==> src/hw/uirx_defs.svh <==
// Constants for the banked configuration registers of the serial/infrared block.
// Assumes the including file uses the byte offsets as 3-bit register indices.
`ifndef UIRX_DEFS_SVH
`define UIRX_DEFS_SVH

// Register indices inside a bank; the byte address is four times the index.
`define UIRX_OFF_DIV_LO 3'h0
`define UIRX_OFF_DIV_HI 3'h1
`define UIRX_OFF_REV_ID 3'h0
`define UIRX_OFF_LCS    3'h1
`define UIRX_OFF_QCS    3'h2
`define UIRX_OFF_QCTL   3'h2
`define UIRX_OFF_CTRL1  3'h2
`define UIRX_OFF_IRMC   3'h2
`define UIRX_OFF_LCBS   3'h3
`define UIRX_OFF_PDL    3'h4
`define UIRX_OFF_RSVD5  3'h5
`define UIRX_OFF_TXLV   3'h6
`define UIRX_OFF_RXLV   3'h7

// Bank numbers served here.
`define UIRX_BANK_0 3'h0
`define UIRX_BANK_1 3'h1
`define UIRX_BANK_2 3'h2
`define UIRX_BANK_3 3'h3
`define UIRX_BANK_4 3'h4

// Field positions and writable masks.
`define UIRX_EXT_BIT   0
`define UIRX_LOCK_BIT  7
`define UIRX_DLAB_BIT  7
`define UIRX_PDL_MASK  8'hb0
`define UIRX_IRMC_MASK 8'h0c
`define UIRX_BANK_TAG  3'h7

// Reset values.
`define UIRX_RST_BYTE 8'h00
`define UIRX_RST_WORD 16'h0000

// Timing: reference clock 200 MHz, module clock 24 MHz, in MHz.
`define UIRX_REF_MHZ  8'hc8
`define UIRX_MOD_MHZ  8'h18
// Prescaler accumulator works in eighths of a module clock.
`define UIRX_PRE_STEP 8'h08
`define UIRX_PRE_T13  8'h68
`define UIRX_PRE_T1625 8'h0d
`define UIRX_PRE_T10  8'h08

// Bus transfer size.
`define UIRX_AHB_BYTE_SIZE 3'h2

`endif

==> src/hw/uirx_pkg.sv <==
// Types shared by the serial/infrared configuration register block.
// Assumes uirx_defs.svh holds all numeric constants.
package uirx_pkg;

	// One accepted bus address phase.
	typedef struct packed {
		logic       valid; // Mapped single-word transfer taken.
		logic       write; // Transfer is a write.
		logic [2:0] off;   // Register index inside the bank.
	} uirx_req_type;

	// Result of decoding a byte written to the shared link control location.
	typedef struct packed {
		logic [2:0] bank;  // Bank that becomes active.
		logic       is_lc; // Byte also loads link control.
	} uirx_bank_dec_type;

	// Whole state of the block.
	typedef struct packed {
		logic [2:0]  bank;      // Active bank.
		logic [7:0]  sel_last;  // Last byte written at the shared location.
		logic [7:0]  link_ctl;  // Link control value.
		logic [7:0]  queue_ctl; // Queue control value.
		logic [15:0] divisor;   // Baud divisor.
		logic [7:0]  scr_lo;    // Scratchpad behind the low divisor port.
		logic [7:0]  scr_hi;    // Scratchpad behind the high divisor port.
		logic [7:0]  ctrl1;     // First extended control register.
		logic [7:0]  pdl;       // Prescaler and divisor lock.
		logic [7:0]  irmc;      // Infrared mode control.
		logic [1:0]  ir_eff;    // Infrared mode in effect.
		logic        wr_pend;   // Write data phase pending.
		logic [2:0]  wr_off;    // Index of the pending write.
		logic [7:0]  rdata;     // Read data for the data phase.
		logic        ready;     // Bus ready.
		logic [7:0]  acc24;     // Module clock phase accumulator.
		logic        tick24;    // Module clock enable.
		logic [7:0]  pre_acc;   // Prescaler accumulator in eighths.
		logic        pre_tick;  // Baud generator input enable.
		logic [15:0] baud_cnt;  // Baud divisor counter.
		logic        baud_tick; // Baud generator output pulse.
	} uirx_state_type;

endpackage

==> src/hw/uirx_cfg_banks.sv <==
// Banked configuration registers of the serial/infrared block on an AHB-Lite slave port.
// Assumes a single master, word transfers, and level counts from the queues outside.
// Operation
// - Prescaler/lock register resets zero, reserved bits zero.
// - Baud clock is module clock over prescaler.
// - Prescaler codes: 13, 1.625, reserved, 1.0.
// - Lock blocks fallback, and legacy divisor access outside extended mode.
// - Locked legacy ports reach two scratchpad bytes outside extended mode.
// - Bank 2 offset 05h reads zero.
// - Transmit level read-only, count in bits 4-0.
// - Receive level read-only, count in bits 4-0.
// - Levels not frozen; software reads three times.
// - Revision register returns type and revision.
// - Link shadow tracks qualifying writes at 03h.
// - Queue shadow returns last queue control write.
// - Bank 3 layout: id, shadows, shared location.
// - Bank 4 holds infrared control, resets zero.
// - Infrared select: UART, reserved, half-duplex, SIR.
// - Infrared select ignored in extended mode.
// - Extended mode is bit 0 of control one.
// - Extended high divisor write reloads baud immediately.
`timescale 1ns/1ps
`include "uirx_defs.svh"

module uirx_cfg_banks
	import uirx_pkg::*;
#(
	parameter int         LEVEL_W  = 5,    // Width of the queue level counts.
	parameter logic [3:0] MOD_TYPE = 4'h5, // Module type code, value arbitrary.
	parameter logic [3:0] MOD_REV  = 4'h1  // Revision level, value arbitrary.
) (
	input  wire logic               ref_clk_in,
	input  wire logic               rst_n_in,
	input  wire logic               hsel_in,
	input  wire logic [31:0]        haddr_in,
	input  wire logic [1:0]         htrans_in,
	input  wire logic               hwrite_in,
	input  wire logic [2:0]         hsize_in,
	input  wire logic [31:0]        hwdata_in,
	input  wire logic               hready_in,
	input  wire logic [LEVEL_W-1:0] tx_level_in,
	input  wire logic [LEVEL_W-1:0] rx_level_in,
	output logic [31:0]             hrdata_out,
	output logic                    hreadyout_out,
	output logic                    hresp_out,
	output logic                    baud_tick_out,
	output logic                    extended_mode_out,
	output logic [1:0]              infrared_mode_out,
	output logic [7:0]              link_control_out,
	output logic [7:0]              queue_control_out,
	output logic [15:0]             divisor_out
);

	// Level counts must fit below the reserved top bit of a byte.
	if (LEVEL_W < 1 || LEVEL_W > 7) begin : g_bad_width
		$error("LEVEL_W must lie between 1 and 7");
	end

	uirx_state_type s;   // Registered state.
	uirx_state_type n;   // Next state.
	uirx_req_type   req; // Address phase of this cycle.

	// Decode a byte at the shared location into bank and link control load.
	function automatic uirx_bank_dec_type bank_decode(input logic [7:0] wb);
		uirx_bank_dec_type r;
		r.bank  = `UIRX_BANK_0;
		r.is_lc = 1'b1;
		if (wb[7:5] == `UIRX_BANK_TAG) begin
			r.bank  = wb[2:0];
			r.is_lc = 1'b0;
		end else if (wb[`UIRX_DLAB_BIT]) begin
			r.bank = `UIRX_BANK_1;
		end
		return r;
	endfunction

	// Legacy divisor ports hit the scratchpads while locked outside extended mode.
	function automatic logic to_scratch(input uirx_state_type st);
		return st.pdl[`UIRX_LOCK_BIT] & ~st.ctrl1[`UIRX_EXT_BIT];
	endfunction

	// Read multiplexer; pure: only a legacy port read changes state, through fallback.
	function automatic logic [7:0] read_mux(input uirx_state_type st,
		input logic [2:0] off, input logic [LEVEL_W-1:0] tx, input logic [LEVEL_W-1:0] rx);
		logic [7:0] r;
		r = `UIRX_RST_BYTE;
		if (off == `UIRX_OFF_LCBS) begin
			r = st.sel_last;
		end else begin
			unique case (st.bank)
				`UIRX_BANK_0: begin
					r = `UIRX_RST_BYTE; // Data and interrupt registers live elsewhere.
				end
				`UIRX_BANK_1: begin
					if (off == `UIRX_OFF_DIV_LO) begin
						r = to_scratch(st) ? st.scr_lo : st.divisor[7:0];
					end else if (off == `UIRX_OFF_DIV_HI) begin
						r = to_scratch(st) ? st.scr_hi : st.divisor[15:8];
					end
				end
				`UIRX_BANK_2: begin
					if (off == `UIRX_OFF_DIV_LO) begin
						r = st.divisor[7:0];
					end else if (off == `UIRX_OFF_DIV_HI) begin
						r = st.divisor[15:8];
					end else if (off == `UIRX_OFF_CTRL1) begin
						r = st.ctrl1;
					end else if (off == `UIRX_OFF_PDL) begin
						r = st.pdl & `UIRX_PDL_MASK;
					end else if (off == `UIRX_OFF_TXLV) begin
						r = {{(8-LEVEL_W){1'b0}}, tx};
					end else if (off == `UIRX_OFF_RXLV) begin
						r = {{(8-LEVEL_W){1'b0}}, rx};
					end
				end
				`UIRX_BANK_3: begin
					if (off == `UIRX_OFF_REV_ID) begin
						r = {MOD_TYPE, MOD_REV};
					end else if (off == `UIRX_OFF_LCS) begin
						r = st.link_ctl;
					end else if (off == `UIRX_OFF_QCS) begin
						r = st.queue_ctl;
					end
				end
				`UIRX_BANK_4: begin
					if (off == `UIRX_OFF_IRMC) begin
						r = st.irmc & `UIRX_IRMC_MASK;
					end
				end
				default: begin
					r = `UIRX_RST_BYTE; // Banks 5 to 7 are not served here.
				end
			endcase
		end
		return r;
	endfunction

	// Address phase: only mapped, word-sized, aligned transfers take effect.
	always_comb begin
		req.valid = hsel_in & htrans_in[1] & hready_in & (haddr_in[31:5] == 27'h0)
			& (haddr_in[1:0] == 2'h0) & (hsize_in == `UIRX_AHB_BYTE_SIZE);
		req.write = hwrite_in;
		req.off   = haddr_in[4:2];
	end

	// Next-state logic: write data phase, read capture, then the baud chain.
	always_comb begin
		logic [7:0]        wb;
		logic              reload;
		logic [7:0]        thr;
		logic [7:0]        sum;
		logic              legacy;
		uirx_bank_dec_type bd;
		wb     = hwdata_in[7:0];
		reload = 1'b0;
		thr    = `UIRX_PRE_T13;
		sum    = `UIRX_RST_BYTE;
		legacy = 1'b0;
		bd     = '0;
		n      = s;
		n.ready = 1'b1;
		// Data phase of a write; the byte lane is the low lane.
		if (s.wr_pend) begin
			if (s.wr_off == `UIRX_OFF_LCBS) begin
				bd = bank_decode(wb);
				n.sel_last = wb;
				n.bank     = bd.bank;
				if (bd.is_lc) begin
					n.link_ctl = wb;
				end
			end else if (s.bank == `UIRX_BANK_0 && s.wr_off == `UIRX_OFF_QCTL) begin
				n.queue_ctl = wb;
			end else if (s.bank == `UIRX_BANK_1 && s.wr_off <= `UIRX_OFF_DIV_HI) begin
				legacy = 1'b1;
				if (to_scratch(s)) begin
					// Locked: the divisor stays untouched.
					if (s.wr_off == `UIRX_OFF_DIV_LO) begin
						n.scr_lo = wb;
					end else begin
						n.scr_hi = wb;
					end
				end else if (s.wr_off == `UIRX_OFF_DIV_LO) begin
					n.divisor[7:0] = wb;
				end else begin
					n.divisor[15:8] = wb;
					reload = 1'b1;
				end
			end else if (s.bank == `UIRX_BANK_2) begin
				if (s.wr_off == `UIRX_OFF_DIV_LO) begin
					n.divisor[7:0] = wb;
				end else if (s.wr_off == `UIRX_OFF_DIV_HI) begin
					n.divisor[15:8] = wb;
					reload = 1'b1;
				end else if (s.wr_off == `UIRX_OFF_CTRL1) begin
					n.ctrl1 = wb;
				end else if (s.wr_off == `UIRX_OFF_PDL) begin
					n.pdl = wb & `UIRX_PDL_MASK;
					n.pre_acc = `UIRX_RST_BYTE; // Restart the prescaler on a new ratio.
				end
				// Offset 05h ignores writes and always reads zero.
			end else if (s.bank == `UIRX_BANK_4 && s.wr_off == `UIRX_OFF_IRMC) begin
				n.irmc = wb & `UIRX_IRMC_MASK;
			end
		end
		// A read of the legacy ports counts as an access for fallback too. The bank is
		// the one after this cycle's write, the same bank the read data comes from.
		if (req.valid && !req.write && n.bank == `UIRX_BANK_1
			&& req.off <= `UIRX_OFF_DIV_HI) begin
			legacy = 1'b1;
		end
		// Legacy access in extended mode falls back, unless the lock holds it.
		if (legacy && !s.pdl[`UIRX_LOCK_BIT]) begin
			n.ctrl1[`UIRX_EXT_BIT] = 1'b0;
		end
		// Capture for the next data phase; read from the post-write state.
		n.wr_pend = req.valid & req.write;
		n.wr_off  = req.off;
		n.rdata   = (req.valid && !req.write) ?
			read_mux(n, req.off, tx_level_in, rx_level_in) : `UIRX_RST_BYTE;
		// Infrared select counts only outside extended mode.
		n.ir_eff = n.ctrl1[`UIRX_EXT_BIT] ? 2'h0 : n.irmc[3:2];
		// Module clock enable: 24 of every 200 reference cycles.
		n.tick24 = 1'b0;
		n.acc24  = s.acc24 + `UIRX_MOD_MHZ;
		if (n.acc24 >= `UIRX_REF_MHZ) begin
			n.acc24  = n.acc24 - `UIRX_REF_MHZ;
			n.tick24 = 1'b1;
		end
		// Prescaler in eighths, so 1.625 is an exact 13/8. Reserved code acts as 13.
		if (s.pdl[5:4] == 2'h1) begin
			thr = `UIRX_PRE_T1625;
		end else if (s.pdl[5:4] == 2'h3) begin
			thr = `UIRX_PRE_T10;
		end
		n.pre_tick = 1'b0;
		if (n.tick24) begin
			sum = n.pre_acc + `UIRX_PRE_STEP;
			if (sum >= thr) begin
				n.pre_acc  = sum - thr;
				n.pre_tick = 1'b1;
			end else begin
				n.pre_acc = sum;
			end
		end
		// Baud divisor counter; a zero divisor holds the output quiet.
		n.baud_tick = 1'b0;
		if (reload) begin
			n.baud_cnt = n.divisor;
		end else if (n.pre_tick && s.divisor != `UIRX_RST_WORD) begin
			if (s.baud_cnt <= 16'h0001) begin
				n.baud_cnt  = s.divisor;
				n.baud_tick = 1'b1;
			end else begin
				n.baud_cnt = s.baud_cnt - 16'h0001;
			end
		end
	end

	// State register; every field resets to a constant.
	always_ff @(posedge ref_clk_in or negedge rst_n_in) begin
		if (!rst_n_in) begin
			s <= '0;
		end else begin
			s <= n;
		end
	end

	// Outputs come straight from the state register; the response is always OKAY.
	assign hrdata_out        = {24'h000000, s.rdata};
	assign hreadyout_out     = s.ready;
	assign hresp_out         = 1'b0;
	assign baud_tick_out     = s.baud_tick;
	assign extended_mode_out = s.ctrl1[`UIRX_EXT_BIT];
	assign infrared_mode_out = s.ir_eff;
	assign link_control_out  = s.link_ctl;
	assign queue_control_out = s.queue_ctl;
	assign divisor_out       = s.divisor;
endmodule

==> config.mk <==
export PLATFORM = sky130hd
export DESIGN_NAME = uirx_cfg_banks
export DESIGN_NICKNAME = d
export VERILOG_FILES = /design/src/hw/uirx_pkg.sv /design/src/hw/uirx_cfg_banks.sv
export VERILOG_INCLUDE_DIRS = /design/src /design/src/hw
export SDC_FILE = /design/constraint.sdc
export NUM_CORES = 1
export LEC_CHECK = 0
export BUFFER_PORTS_ARGS = -buffer_cell sky130_fd_sc_hd__buf_2
export CAP_MARGIN = 40
export CORE_AREA = 2 2 130 132
export CTS_CLUSTER_DIAMETER = 50
export DETAILED_ROUTE_END_ITERATION = 16
export DIE_AREA = 0 0 132 134
export PLACE_DENSITY_LB_ADDON = 0.12
export SYNTH_ARGS = -nofsm -noshare
export SYNTH_HDL_FRONTEND = slang
export SYNTH_SLANG_ARGS = --single-unit
==> constraint.sdc <==
create_clock -name ref_clk_in -period 3.5 [get_ports ref_clk_in]
set_input_delay 0.7 -clock ref_clk_in [delete_from_list [all_inputs] [get_ports ref_clk_in]]
set_output_delay 0.7 -clock ref_clk_in [all_outputs]
set_load 0.02 [all_outputs]
==> metrics.md <==
| Metric | Value |
|---|---|
| Critical Path Start Type | `flop` |
| CP Capture Type | `flop` |
| Mapped Area | `0.007368 sq mm` |
| Die area | `approximately 0.018 sq mm` |
| Post-synth EDFFs | `0` |
| Logic gate share of total power | `0.073` |
| Worst-Margin Slew | `about 500 ps` |
| Layout Utilization | `0.5195` |
| Die width | `about 130 um` |
| Count of cell types in the netlist | `85` |
| DR vias/cell | `~5.9` |
| CP required | `3780 ps` |
| Hpwl dp | `around 15000 um` |
| Sequential share of the synthesized area | `0.3974` |
| Setup_tns | `0 ps` |
| Power Internal | `2785 uW` |
| Hold Path Class | `in -> async` |
| Syn Inst Count | `~800` |
| Post-DP Area | `just under 0.008 sq mm` |
| RSZ-0062 raised after global routing | `no` |
| Number of global-route vias before repair | `6360` |
| Met2 GRT Util | `0.3895` |
| Leakage | `0.003802 uW` |
| Largest net degree at the start of global routing | `38` |
| GR Overflow Total | `0` |
| Flop pwr share | `0.390` |
| GR Layer Usage met1 | `0.3424` |
| First-pass GRT wire length | `about 34000 um` |
| Total vias in the final route | `6493` |
| Placed Cells incl. Taps | `between 1000 and 1500` |
| Hold Fails Final Rpt | `0` |
| Total Routing Usage GR | `0.2437` |
| CTS max path bufs | `2` |
| Ports | `~150` |
| DR DRC count | `0` |
| Total Wirelength | `approximately 21000 um` |
| Main synth FF type | `dfrtp_1` |
| Inserted Clock Buffers | `17` |
| CTS HTree Levels | `4` |
| Gpl congestion | `0.8931` |
| Die H | `about 130 um` |
| Ant diodes | `0` |
| CTS sink cnt | `~120` |
| Peak Freq | `about 0.31 GHz` |
| Largest area contributor in the netlist | `dfrtp_1` |
| Share of cells above drive strength 1 | `0.2619` |
| CTS Root Cell | `clkbuf_16` |
| Clk pin slew, worst setup/hold paths | `50 ps` |
| Dpl ws | `-16.94 ps` |
| Core area | `0.01629 sq mm` |
| Hold buffer count at cts | `0` |
| Clk_skew | `7.327 ps` |
| Reg2Reg Depth | `10` |
| R2R Path End | `s[16]` |
| Most common cell in the netlist | `dfrtp_1` |
| Critical path class | `reg -> reg` |
| Reg2Reg Setup Slack | `260 ps` |
| Synth top area share | `0.3974` |
| Skew-Pair Late Insertion Delay | `around 420 ps` |
| Setup WS post-layout | `261.6 ps` |
| Synth Register Bits | `between 100 and 150` |
| First-pass DRT Iterations | `5` |
| YS warnings | `0` |
| Met3 Usage GRT | `0.05178` |
| Initial DRC count | `between 500 and 600` |
| Power per cell area | `~420 mW/mm^2` |
| Worst-path maximum fanout | `10` |
| Initial Util | `0.4523` |
| Final Cell Area | `approximately 0.0085 sq mm` |
| Final std cells w/o fill | `between 1000 and 1500` |
| Busiest grt layer | `met2` |
| Initial antenna violation count | `0` |
| Max-slew headroom | `0.6488` |
| Routed Antenna Nets | `0` |
| Final #Nets | `964` |
| Max-slew violations | `0` |
| Layout area overhead | `14.84%` |
| Wire length per cell | `19.11 um` |
| Asr flop ratio synth | `1.000` |
| Area contributors post-synth | `dfrtp_1, buf_4, mux2_2` |
| Psw | `about 800 uW` |
| Crit share post-route | `0.9253` |
| Most frequent cells after synthesis | `dfrtp_1, nand2_1, buf_4` |
| Setup Viol. Count Final | `0` |
| Port bufs | `~100` |
| Switching share of total power | `0.2240` |
| Max Cap Viol | `0` |
| Post-layout min period | `around 3200 ps` |
| Avg Cell Area, Syn | `approximately 9 sq um` |
| Critical R2R Launch | `s[132]` |
| CTS tree | `built` |
| Critical path arrival | `approximately 3500 ps` |
| Outcome | `complete, no violations` |
| Row cnt | `47` |
| Worst IR drop on VDD | `0.3984 mV` |
| Clk pwr share | `0.537` |
-- power by group through the flow --
stage	logic [uW]	registers, uW	clock network [uW]
CTS	261	1400	1960
global route	285	1400	2030
finish	263	1400	1930
global placement	254	1420	0
detailed placement	260	1420	0
floorplan	173	1420	0
-- how the worst max path moves through the flow --
| stage | from | to | slack [ps] | cells after the start |
|---|---|---|---|---|
| floorplan | s[130] | s[16] | 240 | 13 |
| global route | s[132] | s[16] | 80 | 10 |
| finish | s[132] | s[16] | 260 | 10 |
| global placement | s[45] | s[16] | 100 | 11 |
| CTS | s[45] | s[16] | 90 | 11 |
| detailed placement | s[45] | s[16] | -20 | 11 |
-- registers in the layout, indices dropped and copies added, names as in the netlist --
signal	count
extended_mode_out	1
baud_tick_out	1
queue_control_out	8
divisor_out	16
infrared_mode_out	2
s	72
hrdata_out	8
link_control_out	8
hreadyout_out	1
-- area by class of cell --
cell class	count	area [sq um]
sequential	117	2928
clock buffer	24	481.7
multi-input combinational	570	3730
inverter	31	116.4
fill	1556	7828
timing repair buffer	132	760.7
clock inverter	8	170.2
tap	220	275.3
-- critical path: stages, from the launching register on --
cell	delay, ps
dfrtp_1	480
or3b_4	480
nor2_1	160
nor2_1	90
ha_1	370
and3b_1	210
nand3_1	110
o211a_2	330
or3_4	430
o41ai_2	300
a31oi_1	120
-- cells in the final DEF (no fill, tap or decap), drive strengths merged, types with 11 or more instances in the layout --
cell,count
inv,31
ha,11
nand3,26
a21oi,29
nand2,96
mux2,39
nor2,46
clkbuf,24
buf,132
nor4,17
conb,26
mux2i,22
a31oi,12
nor3,12
dfrtp,117
o21ai,61
-- per-stage QoR --
stage          hold slack, ps  power (uW)
2_1_floorplan           404.4        1590
3_3_place_gp            448.8        1675
3_5_place_dp            454.3        1681
4_1_cts                 236.7        3617
5_1_grt                 250.2        3712
6_report                229.2        3589
-- routing by layer --
metal  share of wire  vias to the layer above
met5               0                        -
met1            0.45                     3190
met4           0.016                        0
met2            0.47                      301
met3           0.066                       32
li1                -                     2970
-- cells by family (layout without fill, tap and decap cells) --
family | Yosys count | in the layout | synth area share
DFF | 117 | 117 | 0.3974
other | 2 | 26 | 0.001019
AOI/OAI and AO/OA | 193 | 193 | 0.1744
and+or+nand+nor | 266 | 266 | 0.1887
muxes | 62 | 62 | 0.09254
adders and majority gates | 11 | 11 | 0.01868
buffers and inverters | 139 | 195 | 0.1131
xor gates and xnor gates | 12 | 12 | 0.01426
-- repair_timing --
| item | CTS | global route |
|---|---|---|
| setup buffers | 2 | 0 |
| resized for setup | 0 | 6 |
| pin swaps | 1 | 0 |
| cloned | 0 | 0 |
| setup endpoints to repair | 1 | 11 |
(Power assumes the default switching activity.)
